$ cat src/design/lamp_fault_pkg.sv
/*
 * Constants for the lamp matrix, plain output and fault output register bank.
 * Assumes nothing beyond a SystemVerilog package scope.
 */
package lamp_fault_pkg;

  // ************************************************************
  // Register offsets
  // ************************************************************
  localparam logic [7:0] LAMP_MATRIX_CONTROL_ADDR       = 8'h20;
  localparam logic [7:0] PIN_OUTPUT_AND_FAULT_MODE_ADDR = 8'h22;
  localparam logic [7:0] FAULT_OUTPUT_ENABLE_MASK_ADDR  = 8'h24;
  localparam logic [7:0] DUMMY_CHAIN_REGISTER_ADDR      = 8'h26;

  // ************************************************************
  // Values after reset
  // ************************************************************
  localparam logic [7:0] LAMP_MATRIX_CONTROL_RESET       = 8'h00;
  localparam logic [7:0] PIN_OUTPUT_AND_FAULT_MODE_RESET = 8'h00;
  localparam logic [7:0] FAULT_OUTPUT_ENABLE_MASK_RESET  = 8'hc0;
  localparam logic [7:0] UNMAPPED_READ_VALUE             = 8'h00;

  // ************************************************************
  // Field positions
  // ************************************************************
  localparam int STICKY_FAULT_SELECT_BIT = 7;
  localparam int PIN_DIRECTION_BIT       = 6;
  localparam int PLAIN_ROW_LSB           = 3;
  localparam int PLAIN_COL_LSB           = 0;
  localparam int SECOND_GROUP_FLAG_BIT   = 5;
  localparam int SECOND_GROUP_WIDTH      = 6;

  // ************************************************************
  // Scan timing
  // ************************************************************
  localparam int CLOCK_MHZ          = 125;
  localparam int ROW_DWELL_TIME_US  = 1;
  localparam int ROW_DWELL_CYCLES   = ROW_DWELL_TIME_US * CLOCK_MHZ;
  localparam int ROW_COUNT          = 3;

  // ************************************************************
  // Scan states, one per active row
  // ************************************************************
  typedef enum logic [1:0] {
    SCAN_ROW0,
    SCAN_ROW1,
    SCAN_ROW2
  } scan_state_t;

endpackage

$ cat src/design/lamp_scan_if.sv
/*
 * Carrier between the register bank and the matrix scanner: the active row
 * and the lit columns for that row.
 * Assumes both ends share one clock.
 */
`timescale 1ns/1ps
interface lamp_scan_if;
  logic [2:0] row_on;
  logic [2:0] col_lit;

  // Scanner drives, bank reads
  modport scanner (output row_on, output col_lit);
  modport user    (input  row_on, input  col_lit);
endinterface

$ cat src/design/led_gpo_fault_mask_regs.sv
/*
 * Register bank for the lamp matrix driver, the plain output mode of the
 * row and column pins, and the enable mask and sticky behaviour of the
 * active-low field fault output.
 * Assumes a same-clock register port from the serial host framing logic,
 * live fault sources and the supply monitor arriving asynchronously, and
 * latched fault bits plus their read strobe from the same clock domain.
 */
`timescale 1ns/1ps

// Overview of operation
// RQ1: Matrix register bits light lamps; bits map row 0, row 1, then row 2 columns 0-1.
// RQ2: Lamp matrix is scanned so each lamp sees one third duty cycle.
// RQ3: Row 2 column 2 lamp lit while field supply is above missing threshold.
// RQ4: Non-sticky mode: fault output follows OR of live unmasked fault sources.
// RQ5: Sticky mode: any unmasked latched fault holds output low until fault register read.
// RQ6: Direction bit 0 selects lamp driving; 1 selects plain outputs from bits 5-0.
// RQ7: Plain outputs: bits 5-3 drive rows 2-0, bits 2-0 drive columns 2-0.
// RQ8: Each enable mask bit lets its fault source assert the fault output.
// RQ9: Enable mask resets to 0xc0: only CRC error and power-on sources enabled.
// RQ10: Dummy register writes change nothing; input data still shifts out meanwhile.
// RQ11: Matrix register resets to zero, all software lamps off.
// RQ12: Output register resets to zero: lamp mode, non-sticky, plain levels low.
// RQ13: Second group flag is set when any enabled second-group source is high.
// RQ14: Scanning activates one row at a time in rotation, columns from that row.
module led_gpo_fault_mask_regs (
  // Clock and reset
  input  wire logic       clock_i,
  input  wire logic       reset_n_i,
  // Register port from host framing
  input  wire logic [7:0] reg_addr_i,
  input  wire logic       reg_wr_i,
  input  wire logic [7:0] reg_wdata_i,
  input  wire logic       reg_rd_i,
  output logic      [7:0] reg_rdata_o,
  // Live fault sources, asynchronous
  input  wire logic [7:0] fault_live_i,
  input  wire logic [5:0] second_group_src_i,
  input  wire logic       supply_missing_flag_i,
  // Second group enables and latched fault bits, same clock
  input  wire logic [5:0] second_group_en_i,
  input  wire logic [7:0] first_fault_register_i,
  input  wire logic       first_fault_read_i,
  // Field pins
  output logic      [2:0] row_pin_o,
  output logic      [2:0] column_pin_o,
  output logic            field_fault_out_n_o,
  // Internal state shown to host framing
  output logic            second_group_flag_o
);

  // ************************************************************
  // Registers and local signals
  // ************************************************************
  logic [7:0] lamp_matrix_control_reg;
  logic [7:0] pin_output_and_fault_mode_reg;
  logic [7:0] fault_output_enable_mask_reg;
  logic [7:0] rdata_reg;
  logic       sticky_hold_reg;
  logic       fault_out_n_reg;
  logic [2:0] row_pin_reg;
  logic [2:0] column_pin_reg;
  logic       second_group_flag_reg;

  logic [7:0] live_meta_reg;
  logic [7:0] live_sync_reg;
  logic [5:0] grp_meta_reg;
  logic [5:0] grp_sync_reg;
  logic       miss_meta_reg;
  logic       miss_sync_reg;

  logic [7:0] live_vector;
  logic       live_masked_any;
  logic       latched_masked_any;
  logic       sticky_fault_select;
  logic       pin_direction;
  logic       fault_out_n_next;
  logic [8:0] lamp_bits;

  lamp_scan_if scan ();

  // Masked OR, used for live and latched fault vectors
  function automatic logic masked_any(input logic [7:0] bits, input logic [7:0] mask);
    masked_any = |(bits & mask);
  endfunction

  // Address match of a write
  function automatic logic wr_hit(input logic [7:0] addr, input logic wr, input logic [7:0] target);
    wr_hit = wr && (addr == target);
  endfunction

  // ************************************************************
  // Synchronisers for asynchronous inputs
  // ************************************************************
  always_ff @(posedge clock_i or negedge reset_n_i) begin
    if (!reset_n_i) begin
      live_meta_reg <= 8'h00;
      live_sync_reg <= 8'h00;
      grp_meta_reg  <= 6'h00;
      grp_sync_reg  <= 6'h00;
      miss_meta_reg <= 1'b1;
      miss_sync_reg <= 1'b1;
    end else begin
      live_meta_reg <= fault_live_i;
      live_sync_reg <= live_meta_reg;
      grp_meta_reg  <= second_group_src_i;
      grp_sync_reg  <= grp_meta_reg;
      miss_meta_reg <= supply_missing_flag_i;
      miss_sync_reg <= miss_meta_reg;
    end
  end

  // ************************************************************
  // Register writes
  // ************************************************************

  // Lamp matrix control
  always_ff @(posedge clock_i or negedge reset_n_i) begin
    if (!reset_n_i) begin
      lamp_matrix_control_reg <= lamp_fault_pkg::LAMP_MATRIX_CONTROL_RESET; // RQ11
    end else if (wr_hit(reg_addr_i, reg_wr_i, lamp_fault_pkg::LAMP_MATRIX_CONTROL_ADDR)) begin
      lamp_matrix_control_reg <= reg_wdata_i; // RQ1
    end
  end

  // Pin output and fault mode
  always_ff @(posedge clock_i or negedge reset_n_i) begin
    if (!reset_n_i) begin
      pin_output_and_fault_mode_reg <= lamp_fault_pkg::PIN_OUTPUT_AND_FAULT_MODE_RESET; // RQ12
    end else if (wr_hit(reg_addr_i, reg_wr_i, lamp_fault_pkg::PIN_OUTPUT_AND_FAULT_MODE_ADDR)) begin
      pin_output_and_fault_mode_reg <= reg_wdata_i;
    end
  end

  // Fault output enable mask
  always_ff @(posedge clock_i or negedge reset_n_i) begin
    if (!reset_n_i) begin
      fault_output_enable_mask_reg <= lamp_fault_pkg::FAULT_OUTPUT_ENABLE_MASK_RESET; // RQ9
    end else if (wr_hit(reg_addr_i, reg_wr_i, lamp_fault_pkg::FAULT_OUTPUT_ENABLE_MASK_ADDR)) begin
      fault_output_enable_mask_reg <= reg_wdata_i; // RQ8
    end
  end
  // Dummy chain register has no storage; a write there matches no process. RQ10

  // ************************************************************
  // Register reads
  // ************************************************************
  always_ff @(posedge clock_i or negedge reset_n_i) begin
    if (!reset_n_i) begin
      rdata_reg <= lamp_fault_pkg::UNMAPPED_READ_VALUE;
    end else if (reg_rd_i) begin
      case (reg_addr_i)
        lamp_fault_pkg::LAMP_MATRIX_CONTROL_ADDR:       rdata_reg <= lamp_matrix_control_reg;
        lamp_fault_pkg::PIN_OUTPUT_AND_FAULT_MODE_ADDR: rdata_reg <= pin_output_and_fault_mode_reg;
        lamp_fault_pkg::FAULT_OUTPUT_ENABLE_MASK_ADDR:  rdata_reg <= fault_output_enable_mask_reg;
        default:                                        rdata_reg <= lamp_fault_pkg::UNMAPPED_READ_VALUE;
      endcase
    end
  end

  // ************************************************************
  // Fault sources and second group flag
  // ************************************************************

  // Second group flag from enabled second-group sources
  always_ff @(posedge clock_i or negedge reset_n_i) begin
    if (!reset_n_i) begin
      second_group_flag_reg <= 1'b0;
    end else begin
      second_group_flag_reg <= |(grp_sync_reg & second_group_en_i); // RQ13
    end
  end

  // Live vector with the second group flag in its slot
  always_comb begin
    live_vector = live_sync_reg;
    live_vector[lamp_fault_pkg::SECOND_GROUP_FLAG_BIT] = second_group_flag_reg; // RQ13
  end

  assign sticky_fault_select = pin_output_and_fault_mode_reg[lamp_fault_pkg::STICKY_FAULT_SELECT_BIT];
  assign pin_direction       = pin_output_and_fault_mode_reg[lamp_fault_pkg::PIN_DIRECTION_BIT];
  assign live_masked_any     = masked_any(live_vector, fault_output_enable_mask_reg); // RQ8
  assign latched_masked_any  = masked_any(first_fault_register_i, fault_output_enable_mask_reg); // RQ8

  // ************************************************************
  // Fault output
  // ************************************************************

  // Sticky hold; the fault register read releases it
  always_ff @(posedge clock_i or negedge reset_n_i) begin
    if (!reset_n_i) begin
      sticky_hold_reg <= 1'b0;
    end else if (!sticky_fault_select || first_fault_read_i) begin
      sticky_hold_reg <= 1'b0; // RQ5
    end else if (latched_masked_any) begin
      sticky_hold_reg <= 1'b1; // RQ5
    end
  end

  // Output level by mode
  always_comb begin
    if (sticky_fault_select) begin
      fault_out_n_next = !(sticky_hold_reg || (latched_masked_any && !first_fault_read_i)); // RQ5
    end else begin
      fault_out_n_next = !live_masked_any; // RQ4
    end
  end

  always_ff @(posedge clock_i or negedge reset_n_i) begin
    if (!reset_n_i) begin
      fault_out_n_reg <= 1'b1;
    end else begin
      fault_out_n_reg <= fault_out_n_next;
    end
  end

  // ************************************************************
  // Lamp matrix and plain outputs
  // ************************************************************

  // Software lamps plus supply status lamp at row 2 column 2
  assign lamp_bits = {!miss_sync_reg, lamp_matrix_control_reg}; // RQ3

  lamp_matrix_scanner u_scanner (
    .clock_i     (clock_i),
    .reset_n_i   (reset_n_i),
    .lamp_bits_i (lamp_bits),
    .scan        (scan.scanner)
  );

  // Pin drive: rows high when active, columns low to sink a lit lamp
  always_ff @(posedge clock_i or negedge reset_n_i) begin
    if (!reset_n_i) begin
      row_pin_reg    <= 3'h0;
      column_pin_reg <= 3'h7;
    end else if (pin_direction) begin
      row_pin_reg    <= pin_output_and_fault_mode_reg[lamp_fault_pkg::PLAIN_ROW_LSB +: 3]; // RQ7
      column_pin_reg <= pin_output_and_fault_mode_reg[lamp_fault_pkg::PLAIN_COL_LSB +: 3]; // RQ6
    end else begin
      row_pin_reg    <= scan.row_on; // RQ2
      column_pin_reg <= ~scan.col_lit; // RQ1
    end
  end

  // ************************************************************
  // Outputs
  // ************************************************************
  assign reg_rdata_o         = rdata_reg;
  assign row_pin_o           = row_pin_reg;
  assign column_pin_o        = column_pin_reg;
  assign field_fault_out_n_o = fault_out_n_reg;
  assign second_group_flag_o = second_group_flag_reg;

endmodule

$ cat src/design/lamp_matrix_scanner.sv
/*
 * Time-multiplexed scanner for the 3x3 lamp matrix. One row at a time is
 * active for a fixed dwell, in the order 0, 1, 2.
 * Assumes lamp_bits_i is synchronous to clock_i.
 */
`timescale 1ns/1ps
module lamp_matrix_scanner (
  // Clock and reset
  input  wire logic       clock_i,
  input  wire logic       reset_n_i,
  // Lamp states, row-major, bit 8 is row 2 column 2
  input  wire logic [8:0] lamp_bits_i,
  // Row and column drive
  lamp_scan_if.scanner    scan
);

  localparam logic [7:0] DWELL_LAST = 8'(lamp_fault_pkg::ROW_DWELL_CYCLES - 1);

  lamp_fault_pkg::scan_state_t state_reg;
  logic [7:0]                  dwell_reg;

  // Dwell counter per row
  always_ff @(posedge clock_i or negedge reset_n_i) begin
    if (!reset_n_i) begin
      dwell_reg <= 8'h00;
    end else if (dwell_reg == DWELL_LAST) begin
      dwell_reg <= 8'h00;
    end else begin
      dwell_reg <= dwell_reg + 8'h01;
    end
  end

  // Fixed row rotation
  always_ff @(posedge clock_i or negedge reset_n_i) begin
    if (!reset_n_i) begin
      state_reg <= lamp_fault_pkg::SCAN_ROW0;
    end else if (dwell_reg == DWELL_LAST) begin
      case (state_reg)
        lamp_fault_pkg::SCAN_ROW0: state_reg <= lamp_fault_pkg::SCAN_ROW1; // RQ14
        lamp_fault_pkg::SCAN_ROW1: state_reg <= lamp_fault_pkg::SCAN_ROW2; // RQ14
        default:                   state_reg <= lamp_fault_pkg::SCAN_ROW0; // RQ2
      endcase
    end
  end

  // Active row and its column bits
  always_comb begin
    case (state_reg)
      lamp_fault_pkg::SCAN_ROW0: begin
        scan.row_on  = 3'h1;
        scan.col_lit = lamp_bits_i[2:0]; // RQ14
      end
      lamp_fault_pkg::SCAN_ROW1: begin
        scan.row_on  = 3'h2;
        scan.col_lit = lamp_bits_i[5:3]; // RQ14
      end
      default: begin
        scan.row_on  = 3'h4;
        scan.col_lit = lamp_bits_i[8:6]; // RQ14
      end
    endcase
  end

endmodule

$ cat config.mk
export PLATFORM = sky130hd
export DESIGN_NAME = led_gpo_fault_mask_regs
export DESIGN_NICKNAME = d
export VERILOG_FILES = /design/src/design/lamp_fault_pkg.sv /design/src/design/lamp_scan_if.sv /design/src/design/led_gpo_fault_mask_regs.sv /design/src/design/lamp_matrix_scanner.sv
export SDC_FILE = /design/constraint.sdc
export NUM_CORES = 1
export LEC_CHECK = 0
export ABC_AREA = 1
export BUFFER_PORTS_ARGS = -buffer_cell sky130_fd_sc_hd__buf_2
export CAP_MARGIN = 25
export CORE_MARGIN = 10
export CORE_UTILIZATION = 54
export CTS_CLUSTER_DIAMETER = 150
export DETAILED_ROUTE_END_ITERATION = 7
export GPL_TIMING_DRIVEN = 0
export PLACE_DENSITY = 0.79
export SKIP_LAST_GASP = 1
export SLEW_MARGIN = 5
export SYNTH_ARGS = -nofsm -noshare
export SYNTH_HDL_FRONTEND = slang
export SYNTH_SLANG_ARGS = --single-unit
export TNS_END_PERCENT = 10
$ cat constraint.sdc
create_clock -name clock_i -period 1.32 [get_ports clock_i]
set_input_delay 0.264 -clock clock_i [delete_from_list [all_inputs] [get_ports clock_i]]
set_output_delay 0.264 -clock clock_i [all_outputs]
set_load 0.05 [all_outputs]
==> metrics.yaml, run 1 <==
pwr:
  vdd_drop_max_uv: 813.8
  power_leakage_nw: 2.132
  p_per_area_mw_per_mm2: 1199
timing:
  tightest_slew_ns: 0.3747
  finalCritPeriodShare_pct: 100.2
  hold_viol_final: 0
  skew_ns: 0.005297
  final-setup-viol-count: 1
  finalMaxSlewViolations: 0
  fin_crit_ns: 1.322
  rsz0062_at_grt: "yes"
  slew-limit-headroom_pct: 75.02
  final.setup.worst_slack_ns: -0.002335
  max_freq_mhz: 756.2
synth:
  synth_top_family_by_area: "simple AND/OR/NAND/NOR gates"
  synth_xor_area_share_pct: 0.2653
  yosys_register_bits: 79
  synth_area_sq_mm: 0.003302
  synth_area_leader_cell: "dfrtp_1"
  synth_edf_count: 0
  ys_warn_count: 0
  async_flop_share_pct: 100.0
  synth_compound_area_share_pct: 8.071
  ys_types: 27
  yosysSeqAreaShare_pct: 60.17
  synth_simple_gate_area_share_pct: 25.05
  synth_most_common_cell: "nand2_1"
  syn_inst: 335
  yosys-top-cells-area: "dfrtp_1, nand2_1, dfstp_2, nand3_1, inv_1"
  synthesis.nets: 387
  synth_mux_area_share_pct: 0
  synthFlopType: "dfrtp_1"
  synth_top_area_share_pct: 53.81
  synthAdderAreaFrac_pct: 0.7579
  synth_common_cells: "nand2_1, dfrtp_1, nand3_1"
  syn_avg_cell_area_sq_um: 9.856
worst_hold_path:
  holdCritPathClass: "in2reg"
  min_from: "fault_live_i[1]"
  hold_depth: 1
  holdPathEnd: "live_meta_reg[1]"
setup_path:
  worstReg2RegStart: "u_scanner.dwell_reg[0]"
  worstPathBufferInverterCount: 1
  r2r_end: "u_scanner.state_reg[1]"
  critical_path.startpoint: "column_pin_o[1]"
  ff2ff_path_depth: 6
  critPathMaxStageDelay_ns: 0.53
  start_kind: "flop"
  crit_type: "reg2out"
  crit_path_end_kind: "output pin"
  crit_required_ns: 1.06
  r2r_slack_ns: 0.04
  worst_ep_arrival_time_ns: 1.06
  crit_fanout: 1
  crit_path_cell_trace: "buf_4"
  slowest_stage: "dfstp_2"
  cpLargestDelayFamily: "flip-flops"
clocking:
  post_cts_buffers: 0
  cts_sinks: 79
  clkTransAtPathRegs_ns: 0.08
  clk_latency_ns: 0.34
  numCtsBuffers: 9
  root_buffer: "clkbuf_8"
  tritoncts: "built"
  cts_htree_levels: 3
  clockBufferDepth: 2
drt:
  antenna_left: 0
  routedWlPerCell_um: 14.80
  vias: 2557
  wl_mm: 7.416
  dr.pass1.iters: 5
  vias_per_cell: 5.104
  drt-initial-drc-count: 197
  route.detailed.drc: 0
finish:
  area_growth_pct: 23.04
  fillers: 464
  nNetsFinal: 473
  final_util_pct: 68.62
  drive_gt1_share_pct: 27.93
  finalNonFillerCells: 501
  antenna_cells: 0
job:
  cap_violations: 0
floorplan:
  die_y_um: 98.20
  io_pins: 66
  start_util_pct: 55.77
  die-width_um: 98.20
  die_area_sq_mm: 0.009642
  num_rows: 28
  core_area_sq_mm: 0.005921
grt:
  antenna_found_initial: 0
  grt_pass1_vias: 2642
  grt_pass1_wl_mm: 12.68
  grt_max_degree: 53
  track_usage_pct: 15.93
  overflow: 0
place:
  dp.final_hpwl_mm: 5.479
  portBuffers: 63
  gp_congestion: 0.8817
  dp.cells: 474
outcome:
  status: "complete, but fails checks"
  violations: "setup timing"
==> cells in the final DEF (no fill, tap or decap), types with 3 or more instances in the layout <==
master	synthesis	final
nand2_2	4	6
inv_2	3	4
nand2_4	4	4
nand3_1	35	35
buf_2	0	58
buf_6	3	3
dlygate4sd3_1	0	10
dfstp_2	8	8
inv_6	0	3
buf_4	2	7
a21oi_1	11	11
nor2_8	6	6
o21a_1	9	9
inv_1	33	32
clkbuf_8	0	9
clkinvlp_4	0	3
o21ai_0	15	13
nand2_1	86	85
dfrtp_1	71	71
nor2_1	21	20
o21ai_1	9	11
==> per-layer routing <==
| layer | routed length [um] | part of all wire (%) | GRT usage [%] |
|---|---|---|---|
| met5 | 0 | 0 | 0 |
| met2 | 3898 | 53 | 27.82 |
| met3 | 537 | 7.2 | 4.651 |
| met4 | 63 | 0.85 | 5.292 |
| met1 | 2916 | 39 | 18.25 |
==> where the power goes <==
| group | total [mW] | internal (mW) | switching, mW |
|---|---|---|---|
| sequential | 2.66 | 2.57 | 0.0844 |
| combinational | 0.555 | 0.198 | 0.357 |
| clock | 1.66 | 0.715 | 0.945 |
==> area by class of cell <==
class                   instances  area, sq um  share of cell area [%]
well taps                      75        93.84                   2.310
inverters                      36        135.1                   3.326
flip-flops and latches         79         1987                   48.91
multi-input cells             215         1155                   28.43
clock inverters                 7        60.06                   1.478
repair buffers                 74        455.4                   11.21
clock buffers                   9        123.9                   3.049
plain buffers                   6        52.55                   1.294
==> what timing repair did <==
item	CTS	global route
resized for setup	6	7
pin swaps	1	1
endpoints found under the hold margin	31	0
gates cloned	1	0
setup endpoints to repair	13	13
hold buffers	10	0
==> through the flow <==
| stage | hold WS, ns | total power, mW | setup TNS, ns | cell area (sq um) | setup WS (ns) |
|---|---|---|---|---|---|
| after detailed placement | 0.2083 | 3.225 | -0.3403 | 3741 | -0.05946 |
| after global routing | 0.001917 | 5.090 | -0.4411 | 4063 | -0.06705 |
| after global placement | 0.3318 | 3.200 | -37.03 | 3711 | -0.5092 |
| after floorplan | -0.03159 | 2.992 | 0 | 3302 | 0.1421 |
| after CTS | 0.002360 | 4.918 | -0.06608 | 4046 | -0.02415 |
| final | 0.01874 | 4.871 | -0.002335 | 4063 | -0.002335 |
==> how the worst max path moves through the flow <==
stage                                        end  slack [ns]  cells past startpoint
after floorplan           u_scanner.dwell_reg[6]        0.14                      6
after detailed placement  u_scanner.dwell_reg[6]       -0.06                      6
after global routing      u_scanner.dwell_reg[5]       -0.07                      6
final                            column_pin_o[1]      -0.002                      1
after global placement            reg_rdata_o[1]       -0.51                      1
after CTS                        column_pin_o[1]       -0.02                      1
==> kinds of logic (layout without fill, tap and decap cells) <==
logic type,after synthesis,after routing
buf+inv,42,132
fa+ha+maj,2,2
xor+xnor,1,1
flops,79,79
compound gates,47,47
simple gates,164,165
(Power assumes the default switching activity.)
==> run 2, diff against run 1 <==
Settings changed: REMOVE_ABC_BUFFERS set to 1.
==> run 2 against run 1 <==
Compared with the run above:
- the flow now finishes without violations
- sequential share of layout area down 0.33 points
- global-route usage up 0.068 points
- hold slack better by 0.096 ns
- non-clock buffer count unchanged
- first-iteration DRC count down 32%
- clock-buffer cell count unchanged
- cell area up 0.68%
- total power up 1.9%
- critical path depth unchanged
- via count down 0.31%
- sequential cell count unchanged
- core utilization up 0.46 points
- critical path type unchanged
- critical endpoint unchanged
==> metrics.yaml, run 2 (synthesized netlist as in run 1, its figures left out) <==
drt:
  wl_mm: 7.514  # +1.3%
  vias_per_cell: 5.088  # -0.31%
  antenna_left: 0  # unchanged
  route.detailed.drc: 0  # unchanged
  dr.pass1.iters: 4  # -1
  vias: 2549  # -0.31%
  routedWlPerCell_um: 15.00  # +1.3%
  drt-initial-drc-count: 133  # -32%
place:
  place_ws_ns: -0.1798  # -0.1203 ns
  gp_congestion: 0.7820  # -11%
  dp.final_hpwl_mm: 5.218  # -4.8%
  dp.cells: 469  # -1.1%
  portBuffers: 64  # +1.6%
  postPlaceCellArea_sq_mm: 0.003694  # -1.3%
setup_path:
  r2r_slack_ns: 0.02  # -0.02 ns
  critical_path.startpoint: "column_pin_o[1]"
  ff2ff_path_depth: 6  # unchanged
  crit_type: "reg2out"
  crit_fanout: 1  # unchanged
  r2r_end: "u_scanner.state_reg[1]"
  start_kind: "flop"
  critPathMaxStageDelay_ns: 0.54  # about the same
  crit_path_cell_trace: "buf_6"
  worstReg2RegStart: "u_scanner.dwell_reg[0]"
  crit_required_ns: 1.06  # about the same
  crit_end: "column_pin_o[1]"
  worstPathBufferInverterCount: 1  # unchanged
  crit_path_end_kind: "output pin"
  slowest_stage: "dfstp_2"
  cp.depth: 1  # unchanged
  cpLargestDelayFamily: "flip-flops"
  worst_ep_arrival_time_ns: 1.05  # about the same
timing:
  finalCritPeriodShare_pct: 99.44  # -0.74 points
  holdWs_ns: 0.1143  # +0.09558 ns
  finalMaxSlewViolations: 0  # unchanged
  slew-limit-headroom_pct: 73.57  # -1.5 points
  final.setup.worst_slack_ns: 0.007446  # +0.009781 ns
  final-setup-viol-count: 0  # -1
  fin_crit_ns: 1.313  # -0.009781 ns
  tightest_slew_ns: 0.3965  # +0.02183 ns
  max_freq_mhz: 761.9  # +0.75%
  hold_viol_final: 0  # unchanged
  skew_ns: 0.01126  # +0.005966 ns
  rsz0062_at_grt: "yes"
floorplan:
  core_area_sq_mm: 0.005921  # unchanged
  num_rows: 28  # unchanged
  die-width_um: 98.20  # unchanged
  die_area_sq_mm: 0.009642  # unchanged
  io_pins: 66  # unchanged
  die_y_um: 98.20  # unchanged
  start_util_pct: 55.77  # unchanged
clocking:
  root_buffer: "clkbuf_8"
  tritoncts: "built"
  cts_htree_levels: 3  # unchanged
  clk_latency_ns: 0.36  # +0.02 ns
  cts_sinks: 79  # unchanged
  clockBufferDepth: 2  # unchanged
  clkTransAtPathRegs_ns: 0.09  # about the same
  numCtsBuffers: 9  # unchanged
pwr:
  p_per_area_mw_per_mm2: 1214  # +1.2%
  power_leakage_nw: 2.141  # +0.43%
  vdd_drop_max_uv: 932.4  # +15%
finish:
  area_growth_pct: 23.87
  finalNonFillerCells: 501  # unchanged
  nNetsFinal: 473  # unchanged
  antenna_cells: 0  # unchanged
  final_common_cell: "nand2_1"
  drive_gt1_share_pct: 27.00  # -0.94 points
  fillers: 453  # -2.4%
  fin_area_sq_mm: 0.004090  # +0.68%
  final_cell_mix: "nand2_1, dfrtp_1, buf_2, nand3_1, inv_1"
grt:
  busiest_layer: "met2"
  use_met1_pct: 17.06  # -1.2 points
  grt_pass1_vias: 2704  # +2.3%
  track_usage_pct: 16.00  # +0.068 points
  grt_util_met3_pct: 6.202  # +1.6 points
  antenna_found_initial: 0  # unchanged
  use_met2_pct: 28.02  # +0.20 points
  grt_pass1_wl_mm: 12.54  # -1.1%
  grt_max_degree: 55  # +3.8%
  overflow: 0  # unchanged
job:
  cap_violations: 0  # unchanged
outcome:
  status: "complete, no violations"
worst_hold_path:
  holdCritPathClass: "in2reg"
run 2: changes by cell type in the layout (fill, tap and decap cells not counted), sizes merged:
cell | previous run | this run
clkbuf | 10 | 9
clkinv | 0 | 2
dlygate4sd3 | 10 | 15
buf | 69 | 65
clkinvlp | 3 | 1
run 2: power by group:
part / switching (mW) / total [mW] / internal (mW)
Sequential: 0.0801 / 2.65 / 2.57
Combinational: 0.361 / 0.579 / 0.218
Clock: 1.00 / 1.73 / 0.728
Total: 1.44 / 4.96 / 3.52
run 2: timing repair:
item	in CTS	in global routing
resized for setup	11	6
setup endpoints to repair	13	13
endpoints found under the hold margin	34	0
pin swaps	1	0
gates cloned	1	0
hold buffers	15	0
setup buffers	0	0
run 2: metal layers:
metal / wire (um) / part of all wire, %
met5: 0 / 0
met4: 119 / 1.6
met3: 711 / 9.5
met2: 3809 / 51
met1: 2873 / 38
run 2: area by class of cell:
class / instances / area (sq um) / share of cell area [%]
clock buffer: 9 / 123.9 / 3.028
tap: 75 / 93.84 / 2.294
clock inverter: 7 / 65.06 / 1.591
inverter: 36 / 135.1 / 3.304
timing repair buffer: 80 / 525.5 / 12.85
multi-input combinational: 215 / 1160 / 28.36
sequential: 79 / 1987 / 48.58
run 2: how the worst min path moves through the flow:
stage,slack (ns),from,endpoint,cells after the start
floorplan,-0.03,reset_n_i,fault_output_enable_mask_reg[0],0
global placement,0.33,grp_meta_reg[1],grp_sync_reg[1],0
detailed placement,0.20,reset_n_i,pin_output_and_fault_mode_reg[4],1
CTS,0.1,reg_wdata_i[7],fault_output_enable_mask_reg[7],3
global route,0.12,reg_wdata_i[7],fault_output_enable_mask_reg[7],3
finish,0.11,second_group_en_i[4],second_group_flag_o,3
run 2: worst min-delay path, cell delays in order:
cell and delay [ns]:
buf_2 0.07, nand2_1 0.04, nand3b_1 0.07
run 2: per-stage QoR:
step	total power [mW]	utilization [%]	TNS, ns
detailed placement	3.219	62.38	-3.268
global placement	3.190	61.88	-39.82
CTS	5.007	68.72	-0.03455
finish	4.964	69.08	0
floorplan	2.986	-	0
global route	5.177	69.08	-0.3139
==> run 3, diff against run 2 <==
Settings changed: BUFFER_PORTS_ARGS -buffer_cell sky130_fd_sc_hd__buf_2 to -buffer_cell sky130_fd_sc_hd__clkbuf_2, HOLD_SLACK_MARGIN set to 0.15, TNS_END_PERCENT 10 to unset.
==> run 3 against run 2 <==
Compared with the run above:
- the flow now finishes with violations (setup timing)
- total power up 4.5%
- global-route usage is 0.66 points higher
- sequential share of layout area decreased by 1.9 points
- hold slack improved by 0.046 ns
- sequential power about the same
- non-clock buffer count up 9
- register-to-register slack better by 0.05 ns
- worst setup slack worse by 0.021 ns
- maximum frequency shrank 1.6%
- core utilization grew 2.8 points
- combinational power increased by 12%
- critical path type unchanged
- cell area is 4.1% higher
==> metrics.yaml, run 3 (synthesized netlist as in run 1, its figures left out) <==
drt:
  drt-initial-drc-count: 147  # +11%
  routedWlPerCell_um: 14.69  # -2.0%
  vias_per_cell: 5.055  # -0.65%
  wl_met2_mm: 3.890  # +2.1%
  vias: 2578  # +1.1%
  route.detailed.drc: 0  # unchanged
  wl_mm: 7.493  # -0.28%
  drt-met1-wl_mm: 2.893  # +0.70%
  topRoutingLayerUsed: "met4"
  dr.pass1.iters: 4  # unchanged
  antenna_left: 0  # unchanged
  met3_wirelength_um: 593  # -17%
place:
  postPlaceCellArea_sq_mm: 0.003694  # unchanged
  gp_congestion: 0.7863  # +0.55%
  place_ws_ns: -0.1869  # -0.007073 ns
  dp.final_hpwl_mm: 5.025  # -3.7%
  portBuffers: 64  # unchanged
worst_hold_path:
  holdCritPathClass: "in2reg"
clocking:
  clockBufferDepth: 2  # unchanged
  cts_sinks: 79  # unchanged
  root_buffer: "clkbuf_8"
  cts_htree_levels: 3  # unchanged
  tritoncts: "built"
  clk_latency_ns: 0.36  # about the same
  clkTransAtPathRegs_ns: 0.09  # about the same
  numCtsBuffers: 9  # unchanged
timing:
  fin_crit_ns: 1.333  # +0.02079 ns
  final-setup-viol-count: 3  # +3
  hold_viol_final: 0  # unchanged
  finalMaxSlewViolations: 0  # unchanged
  final.setup.worst_slack_ns: -0.01334  # -0.02079 ns
  rsz0062_at_grt: "yes"
  skew_ns: 0.01078  # -0.0004837 ns
  finalCritPeriodShare_pct: 101.0  # +1.6 points
  slew-limit-headroom_pct: 72.70  # -0.87 points
  tightest_slew_ns: 0.4095  # +0.01299 ns
  max_freq_mhz: 750.0  # -1.6%
grt:
  grt_pass1_vias: 2692  # -0.44%
  overflow: 0  # unchanged
  antenna_found_initial: 0  # unchanged
  grt_max_degree: 54  # -1.8%
  grt_pass1_wl_mm: 13.10  # +4.5%
  track_usage_pct: 16.66  # +0.66 points
job:
  cap_violations: 0  # unchanged
finish:
  area_growth_pct: 28.91
  drive_gt1_share_pct: 27.13  # +0.13 points
  antenna_cells: 0  # unchanged
  nNetsFinal: 482  # +1.9%
  fillers: 430  # -5.1%
  fin_area_sq_mm: 0.004257  # +4.1%
  final_common_cell: "nand2_1"
  final_cell_mix: "nand2_1, dfrtp_1, clkbuf_2, nand3_1, inv_1"
setup_path:
  crit_fanout: 1  # unchanged
  slowest_stage: "dfstp_2"
  cpLargestDelayFamily: "flip-flops"
  worstPathBufferInverterCount: 1  # unchanged
  crit_path_end_kind: "output pin"
  start_kind: "flop"
  crit_type: "reg2out"
  critPathMaxStageDelay_ns: 0.55  # about the same
  crit_path_cell_trace: "clkbuf_16"
  worst_ep_arrival_time_ns: 1.07  # +0.02 ns
  crit_required_ns: 1.06  # about the same
floorplan:
  core_area_sq_mm: 0.005921  # unchanged
  die_y_um: 98.20  # unchanged
  start_util_pct: 55.77  # unchanged
  num_rows: 28  # unchanged
  die_area_sq_mm: 0.009642  # unchanged
  die-width_um: 98.20  # unchanged
  io_pins: 66  # unchanged
pwr:
  vdd_drop_max_uv: 1370  # +47%
  power_leakage_nw: 2.225  # +3.9%
  p_per_area_mw_per_mm2: 1218  # +0.38%
outcome:
  status: "complete, but fails checks"
  violations: "setup timing"
run 3: changes by cell type in the layout (fill, tap and decap cells not counted), sizes merged:
cell / change
dlygate4sd3: +9
clkinv: -2
bufinv: +1
buf: -64
clkinvlp: -1
clkbuf: +64
inv: +2
run 3: final timing paths:
kind / from / to / slack [ns] / cells past startpoint
worst max-delay path: column_pin_o[0] / column_pin_o[0] / -0.01 / 1
worst min-delay path: reg_wdata_i[6] / pin_output_and_fault_mode_reg[6] / 0.16 / 3
worst max register to register: u_scanner.dwell_reg[0] / u_scanner.dwell_reg[5] / 0.07 / 6
worst min register to register: live_meta_reg[6] / live_sync_reg[6] / 0.34 / 0
max in group asynchronous: reset_n_i / miss_sync_reg / 0.32 / 3
min in group asynchronous: reset_n_i / live_sync_reg[7] / 0.38 / 2
run 3: cell type report:
type	count	area, sq um	share of cell area [%]
flip-flops and latches	79	1988	46.71
multi-input cells	215	1162	27.31
repair buffers	89	670.6	15.76
inverters	36	135.1	3.175
clock buffers	9	123.9	2.910
well taps	75	93.84	2.205
clock inverters	7	82.58	1.940
run 3: stage by stage:
| stage | instances | util (%) | setup TNS (ns) | hold WS, ns | total power [mW] |
|---|---|---|---|---|---|
| 2_1_floorplan | 329 | - | 0 | -0.03159 | 2.986 |
| 3_3_place_gp | 468 | 61.88 | -54.26 | 0.3320 | 3.191 |
| 3_5_place_dp | 469 | 62.38 | -3.092 | 0.2411 | 3.217 |
| 4_1_cts | 510 | 71.47 | -0.07373 | 0.1524 | 5.213 |
| 5_1_grt | 510 | 71.89 | -0.1900 | 0.2019 | 5.412 |
| 6_report | 510 | 71.89 | -0.02584 | 0.1599 | 5.186 |
run 3: where the power goes:
part           total (mW)  switching [mW]  internal, mW
Sequential           2.66          0.0859          2.57
Combinational       0.647           0.366         0.280
Clock                1.88           0.966         0.914
run 3: repair_timing:
item	in CTS	in global routing
hold buffers	24	0
resized for setup	14	10
pin swaps	1	0
buffers inserted	0	0
endpoints found under the hold margin	44	0
endpoints found under the setup margin	12	15
cloned	1	0
run 3: routing by layer:
metal  global-route usage (%)  up-vias
li1                         -     1267
met1                    18.50     1219
met2                    28.38       78
met3                    6.272       14
met4                    6.395        0
met5                        0        -
run 3: worst min-delay path, stage by stage:
cell      delay, ns
clkbuf_2       0.11
nand2_1        0.05
o21ai_0        0.06
